File: config.mk
export PLATFORM = sky130hd
export DESIGN_NAME = stepper_phase_reset_irq_core
export DESIGN_NICKNAME = d
export VERILOG_FILES = /design/src/core/stepper_core_pkg.sv /design/src/core/stepper_phase_reset_irq_core.sv
export SDC_FILE = /design/constraint.sdc
export NUM_CORES = 1
export LEC_CHECK = 0
export BUFFER_PORTS_ARGS = -buffer_cell sky130_fd_sc_hd__buf_2
export CORE_ASPECT_RATIO = 0.5
export CORE_MARGIN = 2
export CORE_UTILIZATION = 35
export CTS_CLUSTER_SIZE = 40
export DETAILED_ROUTE_END_ITERATION = 10
export PLACE_DENSITY_LB_ADDON = 0.2
export SETUP_SLACK_MARGIN = 0.2
export SYNTH_ARGS = -nofsm -noshare
export SYNTH_HDL_FRONTEND = slang
export SYNTH_SLANG_ARGS = --single-unit
File: constraint.sdc
create_clock -name clk -period 3 [get_ports clk]
set_input_delay 0.45 -clock clk [delete_from_list [all_inputs] [get_ports clk]]
set_output_delay 0.45 -clock clk [all_outputs]
set_load 0.01 [all_outputs]
File: src/core/stepper_core_pkg.sv
/*
 Constants, register map and types shared by the stepper control core.
 Assumes a 20 MHz core clock and APB register access, one 8-bit
 register per aligned 32-bit word.
*/
`default_nettype none
package stepper_core_pkg;
   // ****************************************
   // Register indices (byte address = 4*idx)
   // ****************************************
   localparam int         NUM_REGS  = 10;
   localparam logic [3:0] IDX_MODE  = 4'h0;
   localparam logic [3:0] IDX_WDT   = 4'h1;
   localparam logic [3:0] IDX_DIR   = 4'h2;
   localparam logic [3:0] IDX_MASK  = 4'h3;
   localparam logic [3:0] IDX_EDGE  = 4'h4;
   localparam logic [3:0] IDX_FLAG  = 4'h5;
   localparam logic [3:0] IDX_INPUT = 4'h6;
   localparam logic [3:0] IDX_MOTOR = 4'h7;
   localparam logic [3:0] IDX_PULSE = 4'h8;
   localparam logic [3:0] IDX_OUT   = 4'h9;
   // ****************************************
   // Field positions
   // ****************************************
   localparam int MODE_IRQ_OFF_BIT = 5;
   localparam int WDT_EN_BIT       = 0;
   localparam int WDT_FLAG_BIT     = 3;
   localparam int MC_RUN_BIT       = 7;
   localparam int MC_DIR_BIT       = 2;
   localparam int EDGE_FALL_LSB    = 4;
   localparam logic [1:0] FMT_WAVE = 2'h0;
   localparam logic [1:0] FMT_TWO  = 2'h1;
   // ****************************************
   // Reset values, indexed by register
   // ****************************************
   localparam logic [7:0] REG_RESET [NUM_REGS] = '{
      8'h00, 8'h00, 8'h0f, 8'h00, 8'h00,
      8'h00, 8'h00, 8'h00, 8'h00, 8'h00};
   // ****************************************
   // Timing and serial bus codes
   // ****************************************
   localparam int READY_TIME_US = 1000;
   localparam int CLK_FREQ_MHZ  = 20;
   localparam int READY_CYCLES  = READY_TIME_US * CLK_FREQ_MHZ;
   localparam int PULSE_SHIFT   = 8;
   localparam logic [6:0] GEN_CALL_ADDR = 7'h00;
   localparam logic [7:0] RESET_CODE    = 8'h06;
   // ****************************************
   // Types
   // ****************************************
   typedef struct packed {
      logic       en;
      logic [3:0] idx;
      logic [7:0] data;
   } reg_wr_t;
   typedef enum logic [5:0] {
      ST_IDLE = 6'b000001,
      ST_ADDR = 6'b000010,
      ST_RX   = 6'b000100,
      ST_ACK  = 6'b001000,
      ST_TX   = 6'b010000,
      ST_SKIP = 6'b100000
   } bus_state_t;
endpackage
`default_nettype wire

File: src/core/stepper_phase_reset_irq_core.sv
/*
 Stepper control core: reset handling, serial bus slave with general
 call software reset, pin and watchdog interrupts, coil phase generator.
 Assumes APB on clk, open-drain pins resolved outside, and a watchdog
 timeout pulse from logic on the same clock.
*/
`default_nettype none
module stepper_phase_reset_irq_core
   import stepper_core_pkg::*;
#(
   parameter int         READY_CYC = READY_CYCLES,
   parameter logic [6:0] DEV_ADDR  = 7'h2a
)(
   input  wire logic        clk,
   input  wire logic        sys_rst,
   input  wire logic        rst_pin_n,
   input  wire logic        psel,
   input  wire logic        penable,
   input  wire logic        pwrite,
   input  wire logic [31:0] paddr,
   input  wire logic [31:0] pwdata,
   output logic      [31:0] prdata,
   output logic             pready,
   output logic             pslverr,
   input  wire logic        scl_in,
   input  wire logic        sda_in,
   output logic             sda_out,
   output logic             sda_oe_n,
   input  wire logic [3:0]  general_pins_in,
   output logic      [3:0]  general_pins_out,
   output logic      [3:0]  general_pins_oe_n,
   output logic             int_out,
   output logic             int_oe_n,
   input  wire logic        wdt_expire,
   output logic      [3:0]  coil_out,
   output logic             device_ready
);
   localparam int NSYNC = 7;
   localparam int RW    = $clog2(READY_CYC + 1);

   logic [NSYNC-1:0] raw_in;
   logic [NSYNC-1:0] lvl;
   logic             hard_rst;
   logic             soft_rst;
   logic             core_rst;
   logic [RW-1:0]    ready_cnt;
   logic [7:0]       regs [NUM_REGS];
   logic             wdt_flag;
   logic [3:0]       pin_flag;
   logic [3:0]       in_latch;
   logic [3:0]       pin_in;
   logic [3:0]       pin_dir;
   logic [3:0]       pin_rise;
   logic [3:0]       pin_fall;
   logic [3:0]       pin_hit;
   logic [3:0]       flag_clr;
   reg_wr_t          apb_wr;
   reg_wr_t          i2c_wr;
   reg_wr_t          wr_sel;
   logic             apb_hit;
   logic [7:0]       apb_idx;
   logic             scl_d;
   logic             sda_d;
   logic             scl_rise;
   logic             scl_fall;
   logic             start_c;
   logic             stop_c;
   bus_state_t       state;
   logic [3:0]       bcnt;
   logic [1:0]       byte_no;
   logic [7:0]       shreg;
   logic [7:0]       ptr;
   logic [7:0]       i2c_rd;
   logic             rw;
   logic             gc;
   logic             gc_arm;
   logic             sda_drv;
   logic             ack_ok;
   logic [1:0]       fmt;
   logic             ccw;
   logic             run;
   logic             run_d;
   logic             started;
   logic [2:0]       phase;
   logic [2:0]       step;
   logic [2:0]       phase_fix;
   logic [15:0]      timer;
   logic [15:0]      timer_end;

   // ****************************************
   // Input synchronisers
   // ****************************************
   assign raw_in = {general_pins_in, rst_pin_n, sda_in, scl_in};

   for (genvar g = 0; g < NSYNC; g++) begin : g_sync
      logic s1;
      logic s2;
      logic s3;
      logic s_lvl;
      always_ff @(posedge clk) begin
         if (sys_rst) begin
            s1    <= 1'b1;
            s2    <= 1'b1;
            s3    <= 1'b1;
            s_lvl <= 1'b1;
         end else begin
            s1 <= raw_in[g];
            s2 <= s1;
            s3 <= s2;
            // Level moves only when the later stages agree
            if (s2 == s3) begin
               s_lvl <= s3;
            end
         end
      end
      assign lvl[g] = s_lvl;
   end

   // ****************************************
   // Reset and ready
   // ****************************************
   assign hard_rst = sys_rst | ~lvl[2];
   assign core_rst = hard_rst | soft_rst;

   always_ff @(posedge clk) begin
      if (hard_rst) begin
         soft_rst <= 1'b0;
      end else begin
         soft_rst <= stop_c & gc_arm & ~soft_rst;
      end
   end

   always_ff @(posedge clk) begin
      if (core_rst) begin
         ready_cnt <= RW'(READY_CYC);
      end else if (ready_cnt != '0) begin
         ready_cnt <= ready_cnt - 1'b1;
      end
   end

   assign device_ready = (ready_cnt == '0);

   // ****************************************
   // Register file
   // ****************************************
   // APB wins a same-cycle clash; the serial write is then dropped
   assign wr_sel = apb_wr.en ? apb_wr : i2c_wr;

   always_ff @(posedge clk) begin
      if (core_rst) begin
         regs <= REG_RESET;
      end else if (wr_sel.en && wr_sel.idx < 4'(NUM_REGS)) begin
         regs[wr_sel.idx] <= wr_sel.data;
      end
   end

   function automatic logic [7:0] reg_val(input logic [7:0] i);
      logic [7:0] v;
      v = 8'h00;
      if (i == {4'h0, IDX_WDT}) begin
         v = regs[IDX_WDT];
         v[WDT_FLAG_BIT] = wdt_flag;
      end else if (i == {4'h0, IDX_FLAG}) begin
         v = {4'h0, pin_flag};
      end else if (i == {4'h0, IDX_INPUT}) begin
         v = {4'h0, in_latch};
      end else if (i < 8'(NUM_REGS)) begin
         v = regs[i[3:0]];
      end
      return v;
   endfunction

   // ****************************************
   // APB slave
   // ****************************************
   assign apb_idx = {4'h0, paddr[5:2]};
   assign apb_hit = (paddr[1:0] == 2'b00) && (paddr[31:6] == 26'h0) &&
                    (paddr[5:2] < 4'(NUM_REGS));
   assign pready  = 1'b1;
   assign pslverr = psel & penable & ~apb_hit;
   assign apb_wr  = '{en:   psel & penable & pwrite & apb_hit,
                      idx:  paddr[5:2],
                      data: pwdata[7:0]};

   always_ff @(posedge clk) begin
      if (core_rst) begin
         prdata <= 32'h0;
      end else if (psel && !penable) begin
         prdata <= apb_hit ? {24'h0, reg_val(apb_idx)} : 32'h0;
      end
   end

   // ****************************************
   // Watchdog and pin interrupts
   // ****************************************
   always_ff @(posedge clk) begin
      if (core_rst) begin
         wdt_flag <= 1'b0;
      end else if (wdt_expire && regs[IDX_WDT][WDT_EN_BIT]) begin
         wdt_flag <= 1'b1;
      end else if (wr_sel.en && wr_sel.idx == IDX_WDT &&
                   wr_sel.data[WDT_FLAG_BIT]) begin
         wdt_flag <= 1'b0;
      end
   end

   assign pin_in   = lvl[6:3];
   assign pin_dir  = regs[IDX_DIR][3:0];
   // Latch is frozen while a pin drives, so a switch back can fire
   assign pin_rise = pin_dir & pin_in & ~in_latch;
   assign pin_fall = pin_dir & ~pin_in & in_latch;
   assign pin_hit  = regs[IDX_MASK][3:0] &
                     ((pin_rise & regs[IDX_EDGE][3:0]) |
                      (pin_fall &
                       regs[IDX_EDGE][EDGE_FALL_LSB +: 4]));
   assign flag_clr = (wr_sel.en && wr_sel.idx == IDX_FLAG) ?
                     wr_sel.data[3:0] : 4'h0;

   always_ff @(posedge clk) begin
      if (core_rst) begin
         in_latch <= 4'hf;
      end else begin
         in_latch <= (pin_dir & pin_in) | (~pin_dir & in_latch);
      end
   end

   always_ff @(posedge clk) begin
      if (core_rst) begin
         pin_flag <= 4'h0;
      end else begin
         // Set wins over a clear in the same cycle
         pin_flag <= (pin_flag & ~flag_clr) | pin_hit;
      end
   end

   always_ff @(posedge clk) begin
      if (core_rst) begin
         int_oe_n <= 1'b1;
      end else begin
         int_oe_n <= ~((wdt_flag | (|pin_flag)) &
                       ~regs[IDX_MODE][MODE_IRQ_OFF_BIT]);
      end
   end

   assign int_out           = 1'b0;
   assign general_pins_out  = regs[IDX_OUT][3:0];
   assign general_pins_oe_n = pin_dir;

   // ****************************************
   // Serial bus slave
   // ****************************************
   assign scl_rise = lvl[0] & ~scl_d;
   assign scl_fall = ~lvl[0] & scl_d;
   assign start_c  = scl_d & lvl[0] & sda_d & ~lvl[1];
   assign stop_c   = scl_d & lvl[0] & ~sda_d & lvl[1];
   assign i2c_rd   = reg_val(ptr);
   assign sda_out  = 1'b0;
   assign sda_oe_n = ~sda_drv;

   always_ff @(posedge clk) begin
      if (core_rst) begin
         scl_d <= 1'b1;
         sda_d <= 1'b1;
      end else begin
         scl_d <= lvl[0];
         sda_d <= lvl[1];
      end
   end

   always_comb begin
      ack_ok = 1'b0;
      if (state == ST_ADDR) begin
         ack_ok = (shreg[7:1] == DEV_ADDR) ||
                  (shreg[7:1] == GEN_CALL_ADDR && !shreg[0]);
      end else if (gc) begin
         ack_ok = (byte_no == 2'd1) && (shreg == RESET_CODE);
      end else begin
         ack_ok = (byte_no != 2'd3);
      end
   end

   always_ff @(posedge clk) begin
      if (core_rst) begin
         state   <= ST_IDLE;
         bcnt    <= 4'h0;
         byte_no <= 2'd0;
         shreg   <= 8'h00;
         ptr     <= 8'h00;
         rw      <= 1'b0;
         gc      <= 1'b0;
         gc_arm  <= 1'b0;
         sda_drv <= 1'b0;
         i2c_wr  <= '0;
      end else begin
         i2c_wr.en <= 1'b0;
         if (start_c && device_ready) begin
            state   <= ST_ADDR;
            bcnt    <= 4'h0;
            byte_no <= 2'd0;
            gc      <= 1'b0;
            gc_arm  <= 1'b0;
            sda_drv <= 1'b0;
         end else if (stop_c) begin
            state   <= ST_IDLE;
            sda_drv <= 1'b0;
         end else begin
            case (state)
               ST_ADDR, ST_RX: begin
                  if (scl_rise) begin
                     shreg <= {shreg[6:0], lvl[1]};
                     bcnt  <= bcnt + 4'd1;
                  end else if (scl_fall && bcnt == 4'd8) begin
                     bcnt <= 4'h0;
                     if (byte_no != 2'd3) begin
                        byte_no <= byte_no + 2'd1;
                     end
                     if (state == ST_ADDR) begin
                        rw <= shreg[0];
                        gc <= (shreg[7:1] == GEN_CALL_ADDR);
                     end else if (gc) begin
                        gc_arm <= ack_ok;
                     end else if (byte_no == 2'd1) begin
                        ptr <= shreg;
                     end else if (byte_no == 2'd2) begin
                        i2c_wr <= '{en:   (ptr[7:4] == 4'h0),
                                    idx:  ptr[3:0],
                                    data: shreg};
                     end
                     if (ack_ok) begin
                        sda_drv <= 1'b1;
                        state   <= ST_ACK;
                     end else begin
                        state <= ST_SKIP;
                     end
                  end
               end
               ST_ACK: begin
                  if (scl_fall) begin
                     bcnt <= 4'h0;
                     if (rw && !gc) begin
                        shreg   <= i2c_rd;
                        sda_drv <= ~i2c_rd[7];
                        state   <= ST_TX;
                     end else begin
                        sda_drv <= 1'b0;
                        state   <= ST_RX;
                     end
                  end
               end
               ST_TX: begin
                  if (scl_rise) begin
                     bcnt <= bcnt + 4'd1;
                  end else if (scl_fall) begin
                     if (bcnt == 4'd8) begin
                        // Single byte read: ignore the master's answer
                        sda_drv <= 1'b0;
                        state   <= ST_SKIP;
                     end else begin
                        shreg   <= {shreg[6:0], 1'b0};
                        sda_drv <= ~shreg[6];
                     end
                  end
               end
               ST_IDLE, ST_SKIP: begin
                  sda_drv <= 1'b0;
               end
               default: begin
                  state <= ST_IDLE;
               end
            endcase
         end
      end
   end

   // ****************************************
   // Phase sequence generator
   // ****************************************
   assign fmt       = regs[IDX_MOTOR][1:0];
   assign ccw       = regs[IDX_MOTOR][MC_DIR_BIT];
   assign run       = regs[IDX_MOTOR][MC_RUN_BIT];
   assign timer_end = {regs[IDX_PULSE], {PULSE_SHIFT{1'b1}}};
   assign step      = (fmt == FMT_WAVE || fmt == FMT_TWO) ? 3'd2 : 3'd1;

   always_comb begin
      case (fmt)
         FMT_WAVE: phase_fix = {phase[2:1], 1'b0};
         FMT_TWO:  phase_fix = {phase[2:1], 1'b1};
         default:  phase_fix = phase;
      endcase
   end

   // Bit 0 is winding D on the zero output, bit 3 is winding A
   function automatic logic [3:0] coil_map(input logic [2:0] p);
      logic [3:0] c;
      c = 4'h0;
      case (p)
         3'd0:    c = 4'h1;
         3'd1:    c = 4'h3;
         3'd2:    c = 4'h2;
         3'd3:    c = 4'h6;
         3'd4:    c = 4'h4;
         3'd5:    c = 4'hc;
         3'd6:    c = 4'h8;
         default: c = 4'h9;
      endcase
      return c;
   endfunction

   always_ff @(posedge clk) begin
      if (core_rst) begin
         run_d   <= 1'b0;
         started <= 1'b0;
         phase   <= 3'd0;
         timer   <= 16'h0;
         coil_out <= 4'h0;
      end else begin
         run_d <= run;
         if (run && !run_d) begin
            timer <= 16'h0;
            if (!started) begin
               started <= 1'b1;
               phase   <= ccw ? 3'd6 : 3'd0;
            end
         end else if (run) begin
            if (timer == timer_end) begin
               timer <= 16'h0;
               phase <= ccw ? phase_fix - step :
                              phase_fix + step;
            end else begin
               timer <= timer + 16'd1;
            end
         end
         coil_out <= (run && run_d) ? coil_map(phase_fix) : 4'h0;
      end
   end
endmodule
`default_nettype wire

* After elaboration in Yosys (flattened, before gate mapping)
Cells that the tools add are included.
** Storage, ports and cells
- Output and inout bits :: 51
- Register bits :: 238
- Word-level logic and storage cells :: 314
** Cells by class
- Mux-type cells :: 66
- Equality and inequality tests :: 55
- Reductions and logical operators :: 55
- Add/subtract/negate cells :: 6
- Bitwise logic cells :: 59
- Magnitude comparators :: 8
** Operator list (count)
- $mux 8 :: 20
- $bwmux 80 :: 1
- $bmux 8 s4 :: 2
- $mux 6 :: 7
- $and 4x4->4 :: 9
- $demux 8 s4 :: 1
- $pmux 4 s7 :: 1
- $logic_not 26->1 :: 1
- $ne 2x2->1 const B :: 13
- $eq 8x3->1 const B :: 3
- $ne 4x4->1 const B :: 6
- $pmux 6 s4 :: 1
- $pmux 8 s3 :: 1
- $not 1->1 :: 23
- $reduce_and 7->1 :: 3
- $mux 4 :: 5
- $mux 3 :: 6
- $reduce_and 9->1 :: 2
- $add 16x1->16 const B :: 1
- $eq 16x16->1 :: 1
- $logic_and 1x1->1 :: 16
- $mux 16 :: 1
- $not 4->4 :: 4
- $ge 5x5->1 const B :: 3
- other kinds (56) :: 118

* Logic depth before layout (Yosys ltp)
- Word-level depth :: 12
- Mapped depth :: 10

* Worst setup path after synthesis
No wires, ideal clock.
- Path type :: input to register
- Start :: in paddr[29]
- End :: reg regs[61] (netlist name)
- Slack :: 0.493 ns
- Buffers on the path :: 1
- Data arrival time :: 2.366 ns
- Cell stages on the path :: 6
- Library setup time :: 0.140 ns
- Cell sequence :: or4_1 nand4b_4 nor3_4 buf_4 mux2i_1 a21oi_1
** On the way
- Word-level cells in the longest chain between the ends :: 11
- Elaborated cells between the ends (all ways) :: 14
- Those cells by class :: 3 x order compare; 4 x mux; 2 x bitwise; 5 x reduce/logical
** RTL lines
- start: declaration :: line stepper_phase_reset_irq_core.sv:20 : input wire logic [31:0] paddr,
- $logic_not 26->1 (*) :: line stepper_phase_reset_irq_core.sv:177 : assign apb_hit = (paddr[1:0] == 2'b00) && (paddr[31:6] == 26'h0) &&
- $logic_and 1x1->1 (*) (2 in a row) :: line stepper_phase_reset_irq_core.sv:177
- $and 1x1->1 (*) :: line stepper_phase_reset_irq_core.sv:181 : assign apb_wr = '{en: psel & penable & pwrite & apb_hit,
- $mux 13 (*) :: line stepper_phase_reset_irq_core.sv:147 : assign wr_sel = apb_wr.en ? apb_wr : i2c_wr;
- $not 4->5 (implied by the code) :: line stepper_phase_reset_irq_core.sv:153 : regs[wr_sel.idx] <= wr_sel.data;
- $ge 5x5->1 (implied by the code) / $lt 5x1->1 (equally long branches) :: line stepper_phase_reset_irq_core.sv:153
- $logic_and 1x1->1 (implied by the code) :: line stepper_phase_reset_irq_core.sv:153
- $mux 8 (implied by the code) :: line stepper_phase_reset_irq_core.sv:153
- $demux 8 s4 :: line stepper_phase_reset_irq_core.sv:153
- $bwmux 80 :: line stepper_phase_reset_irq_core.sv:153
- end signal: indexed assignment :: line stepper_phase_reset_irq_core.sv:153
- end: declaration :: line stepper_phase_reset_irq_core.sv:47 : logic [7:0] regs [NUM_REGS];
Every way passes the cells marked *; elsewhere a longest branch is shown, timed or not.
A chain may end at the register's enable or synchronous reset.

* Final worst setup path
- Start :: reg ready_cnt[6]
- End :: out device_ready
** On the way
- Word-level cells in the longest chain between the ends :: 1
** RTL lines
- start: declaration :: line stepper_phase_reset_irq_core.sv:46 : logic [RW-1:0] ready_cnt;
- start signal: assignment :: line stepper_phase_reset_irq_core.sv:135 : ready_cnt <= RW'(READY_CYC);
- start signal: assignment :: line stepper_phase_reset_irq_core.sv:137 : ready_cnt <= ready_cnt - 1'b1;
- $logic_not 15->1 :: line stepper_phase_reset_irq_core.sv:141 : assign device_ready = (ready_cnt == '0);
- end: declaration :: line stepper_phase_reset_irq_core.sv:36 : output logic device_ready
No other way between the ends.

==> impl_metrics.env <==
export IMPL_status="complete, no violations"
export IMPL_numCtsBuffers=21
export IMPL_slew_violations=0
export IMPL_drtIter0Drc=929
export IMPL_reg2reg_to="i2c_wr[5]"
export IMPL_synthArstFlopShare_pct=0
export IMPL_grt_overflow_total=0
export IMPL_cts_setup_buffers=0
export IMPL_ys_ff_latch=207
export IMPL_drc=0
export IMPL_hold_viol_final=0
export IMPL_worstPathRequired_ns=2.55
export IMPL_synth_area_um2=10300
export IMPL_clkLatencyLatePin_ns=0.52
export IMPL_diodes=0
export IMPL_hold_path_cell_count=2
export IMPL_cts_tree="built"
export IMPL_wire_per_inst_um=18.5
export IMPL_die_y_um=125
export IMPL_antenna_left=0
export IMPL_gp_congestion=0.877
export IMPL_synth_flop_cell="dfxtp_1"
export IMPL_synthCells=1194
export IMPL_h_tree_depth=1
export IMPL_rr_startpoint="bcnt[0]"
export IMPL_clockPowerShare_pct=47.8
export IMPL_power_switching_w=0.00134
export IMPL_end_kind="output port"
export IMPL_io_pin_count=128
export IMPL_multi_input_area_um2=5670
export IMPL_timing_setup_critical_path_class="reg2out"
export IMPL_path_cells="or4_1, nor3_4, nand3_2, inv_1, buf_2"
export IMPL_initial_utilization_pct=35.6
export IMPL_rsz0062_at_grt="no"
export IMPL_clock_sinks=207
export IMPL_layout_drive_gt1_share_pct=17.2
export IMPL_crit_path_top_delay_cell="or4_1"
export IMPL_ys_types=78
export IMPL_tightest_slew_ns=1.20
export IMPL_clockBufferDepth=3
export IMPL_grt_pass1_wl_um=49000
export IMPL_path_buf_inv=2
export IMPL_seq_power_share_pct=47.0
export IMPL_p_sw_share_pct=22.4
export IMPL_arrival_ns=2.17
export IMPL_comb_power_share_pct=5.1
export IMPL_post_route_period_util_pct=87.5
export IMPL_clock_skew_ns=0.0176
export IMPL_dp_slack_ns=0.379
export IMPL_hold_path_class="in2reg"
export IMPL_ir_worst_vdd_v=0.000318
export IMPL_fin_nets=1345
export IMPL_r2r_slack_ns=0.59
export IMPL_yosysWarnings=0
export IMPL_grt_total_usage_pct=19.9
export IMPL_hold_end="g_sync[0].s1"
export IMPL_first_pass_iters=6
export IMPL_cap_viol_max_count=0
export IMPL_viasPerCell=5.44
export IMPL_setup_slack_ns=0.376
export IMPL_cts_clk_slew_worst_paths_ns=0.06
export IMPL_post_cts_resized=2
export IMPL_hold_ws_ns=0.126
export IMPL_layout_common_cells="dfxtp_1, a21oi_1, nor2_1"
export IMPL_power_density_nw_per_um2=504
export IMPL_finalSetupViolCount=0
export IMPL_die_area_um2=30900
export IMPL_reg2reg_depth=9
export IMPL_cp_max_fo=7
export IMPL_grt_pass1_vias=8764
export IMPL_cp_top_family="simple AND/OR/NAND/NOR gates"
export IMPL_die_x_um=247
export IMPL_postCtsHoldBufs=0
export IMPL_layout_commonest_cell="dfxtp_1"
export IMPL_grt_max_degree=68
export IMPL_intPower_w=0.00463
export IMPL_relSlewSlack_pct=19.3
export IMPL_clock_fmax_ghz=0.381
export IMPL_io_buffer_count=76
export IMPL_rows=44
export IMPL_dp_hpwl_um=22100
export IMPL_min_delay_start="scl_in"
export IMPL_yosysSeqAreaShare_pct=40.2
export IMPL_final_core_util_pct=40.8
export IMPL_vias=9047
export IMPL_core_region_area_um2=29000
export IMPL_antenna_found_initial=1
export IMPL_setup_tns_ns=0
export IMPL_slowest_delay_ns=0.65
export IMPL_worstSetupStartpointType="flip-flop"
export IMPL_fillers=2878
export IMPL_power_w=0.00597
export IMPL_drt_total_wl_um=30800
export IMPL_root_buffer="clkbuf_16"
export IMPL_syn_avg_cell_area_um2=8.64
export IMPL_post_route_min_period_ns=2.62
export IMPL_area_delta_synth_final_pct=14.8
export IMPL_leakage_nw=4.57
export IMPL_synth_edff_count=0
export IMPL_seq_area_um2=4140
logic make-up after synthesis:
kind of cell / synth area share [%]
other: 0.0728
adders and majority gates: 1.04
muxes: 9.52
xor gates and xnor gates: 3.14
buffers and inverters: 6.02
and+or+nand+nor: 21.2
DFF: 40.2
AOI/OAI and AO/OA: 18.8
worst reg2reg max path, cell delays in order, from the launching register on:
cell,delay (ns)
dfxtp_1,0.35
inv_1,0.09
ha_1,0.16
and3b_1,0.25
nand4_1,0.24
nor3_4,0.42
and3b_1,0.22
buf_4,0.26
mux2i_1,0.23
nor2_1,0.05
cell type report:
type                       instances  area share (%)
clock buffer                      31            5.43
clock inverter                     5           0.845
inverter                          20           0.634
multi-input combinational        892            47.9
sequential                       207            35.0
tap                              391            4.13
timing repair buffer             118            6.08
power by group through the flow:
| stage | Clock [W] | Combinational [W] | Sequential (W) |
|---|---|---|---|
| after floorplan | 0 | 0.000225 | 0.00286 |
| after global placement | 0 | 0.000295 | 0.00287 |
| after detailed placement | 0 | 0.000301 | 0.00287 |
| after CTS | 0.00291 | 0.000304 | 0.00281 |
| after global routing | 0.00303 | 0.000340 | 0.00281 |
| final | 0.00286 | 0.000306 | 0.00281 |
worst max path at each step:
stage                 start      endpoint  slack (ns)  cells past startpoint
6_report       ready_cnt[6]  device_ready        0.38                      5
3_5_place_dp      paddr[18]   pin_flag[1]        0.38                      9
2_1_floorplan     paddr[29]      regs[61]        0.49                      6
3_3_place_gp      paddr[29]      regs[67]        0.40                      9
4_1_cts        ready_cnt[2]  device_ready        0.22                      5
5_1_grt        ready_cnt[6]  device_ready        0.24                      5
flip-flops by register name, indices dropped and copies added, names as in the netlist, 8 cells and up, named ones only:
signal and cells:
regs 62, timer 16, ready_cnt 15, i2c_wr 13, prdata 8, ptr 8
shreg 8
per-stage QoR:
| stage | cell area [um^2] | std cells |
|---|---|---|
| 4_1_cts | 11800 | 1664 |
| 6_report | 11800 | 1664 |
| 3_5_place_dp | 11100 | 1628 |
| 5_1_grt | 11800 | 1664 |
| 3_3_place_gp | 11100 | 1628 |
| 2_1_floorplan | 10400 | 1219 |
cell usage after synthesis (5+ instances only):
cell      count  area [um^2]
nand2_1      77          289
buf_2        13         65.1
nor2_1      114          428
xnor2_1       9         78.8
o21bai_1      8         60.1
or2_2        22          138
nor2b_1      23          144
dfxtp_1     207         4140
o21ai_0     106          531
inv_1        20         75.1
buf_1         6         22.5
a22oi_1       6         45.0
buf_4        37          278
nand2b_1     16          100
nand4_1      13         81.3
mux2i_1      54          541
o22a_1        5         43.8
nor3_1       22          110
xor2_1       28          245
o22ai_1      10         62.6
mux4_2       14          315
and2_1        6         37.5
and3_1       12         75.1
a21oi_1     122          611
a31oi_1       7         43.8
or4_1        10         75.1
o211ai_1      5         37.5
nand3_1      34          170
mux2_2       10          113
ha_1          7         87.6
nand3b_1     17          128
a211oi_1     12         90.1
clkbuf_1     42          158
nor4_1       15         93.8
layer usage:
layer | track usage (%) | wire length [um] | share of wire, %
met1 | 27.4 | 14000 | 46
met5 | 0 | 0 | 0
met2 | 31.7 | 13800 | 45
met3 | 3.41 | 2000 | 6.5
met4 | 6.73 | 1010 | 3.3
(Power assumes the default switching activity.)
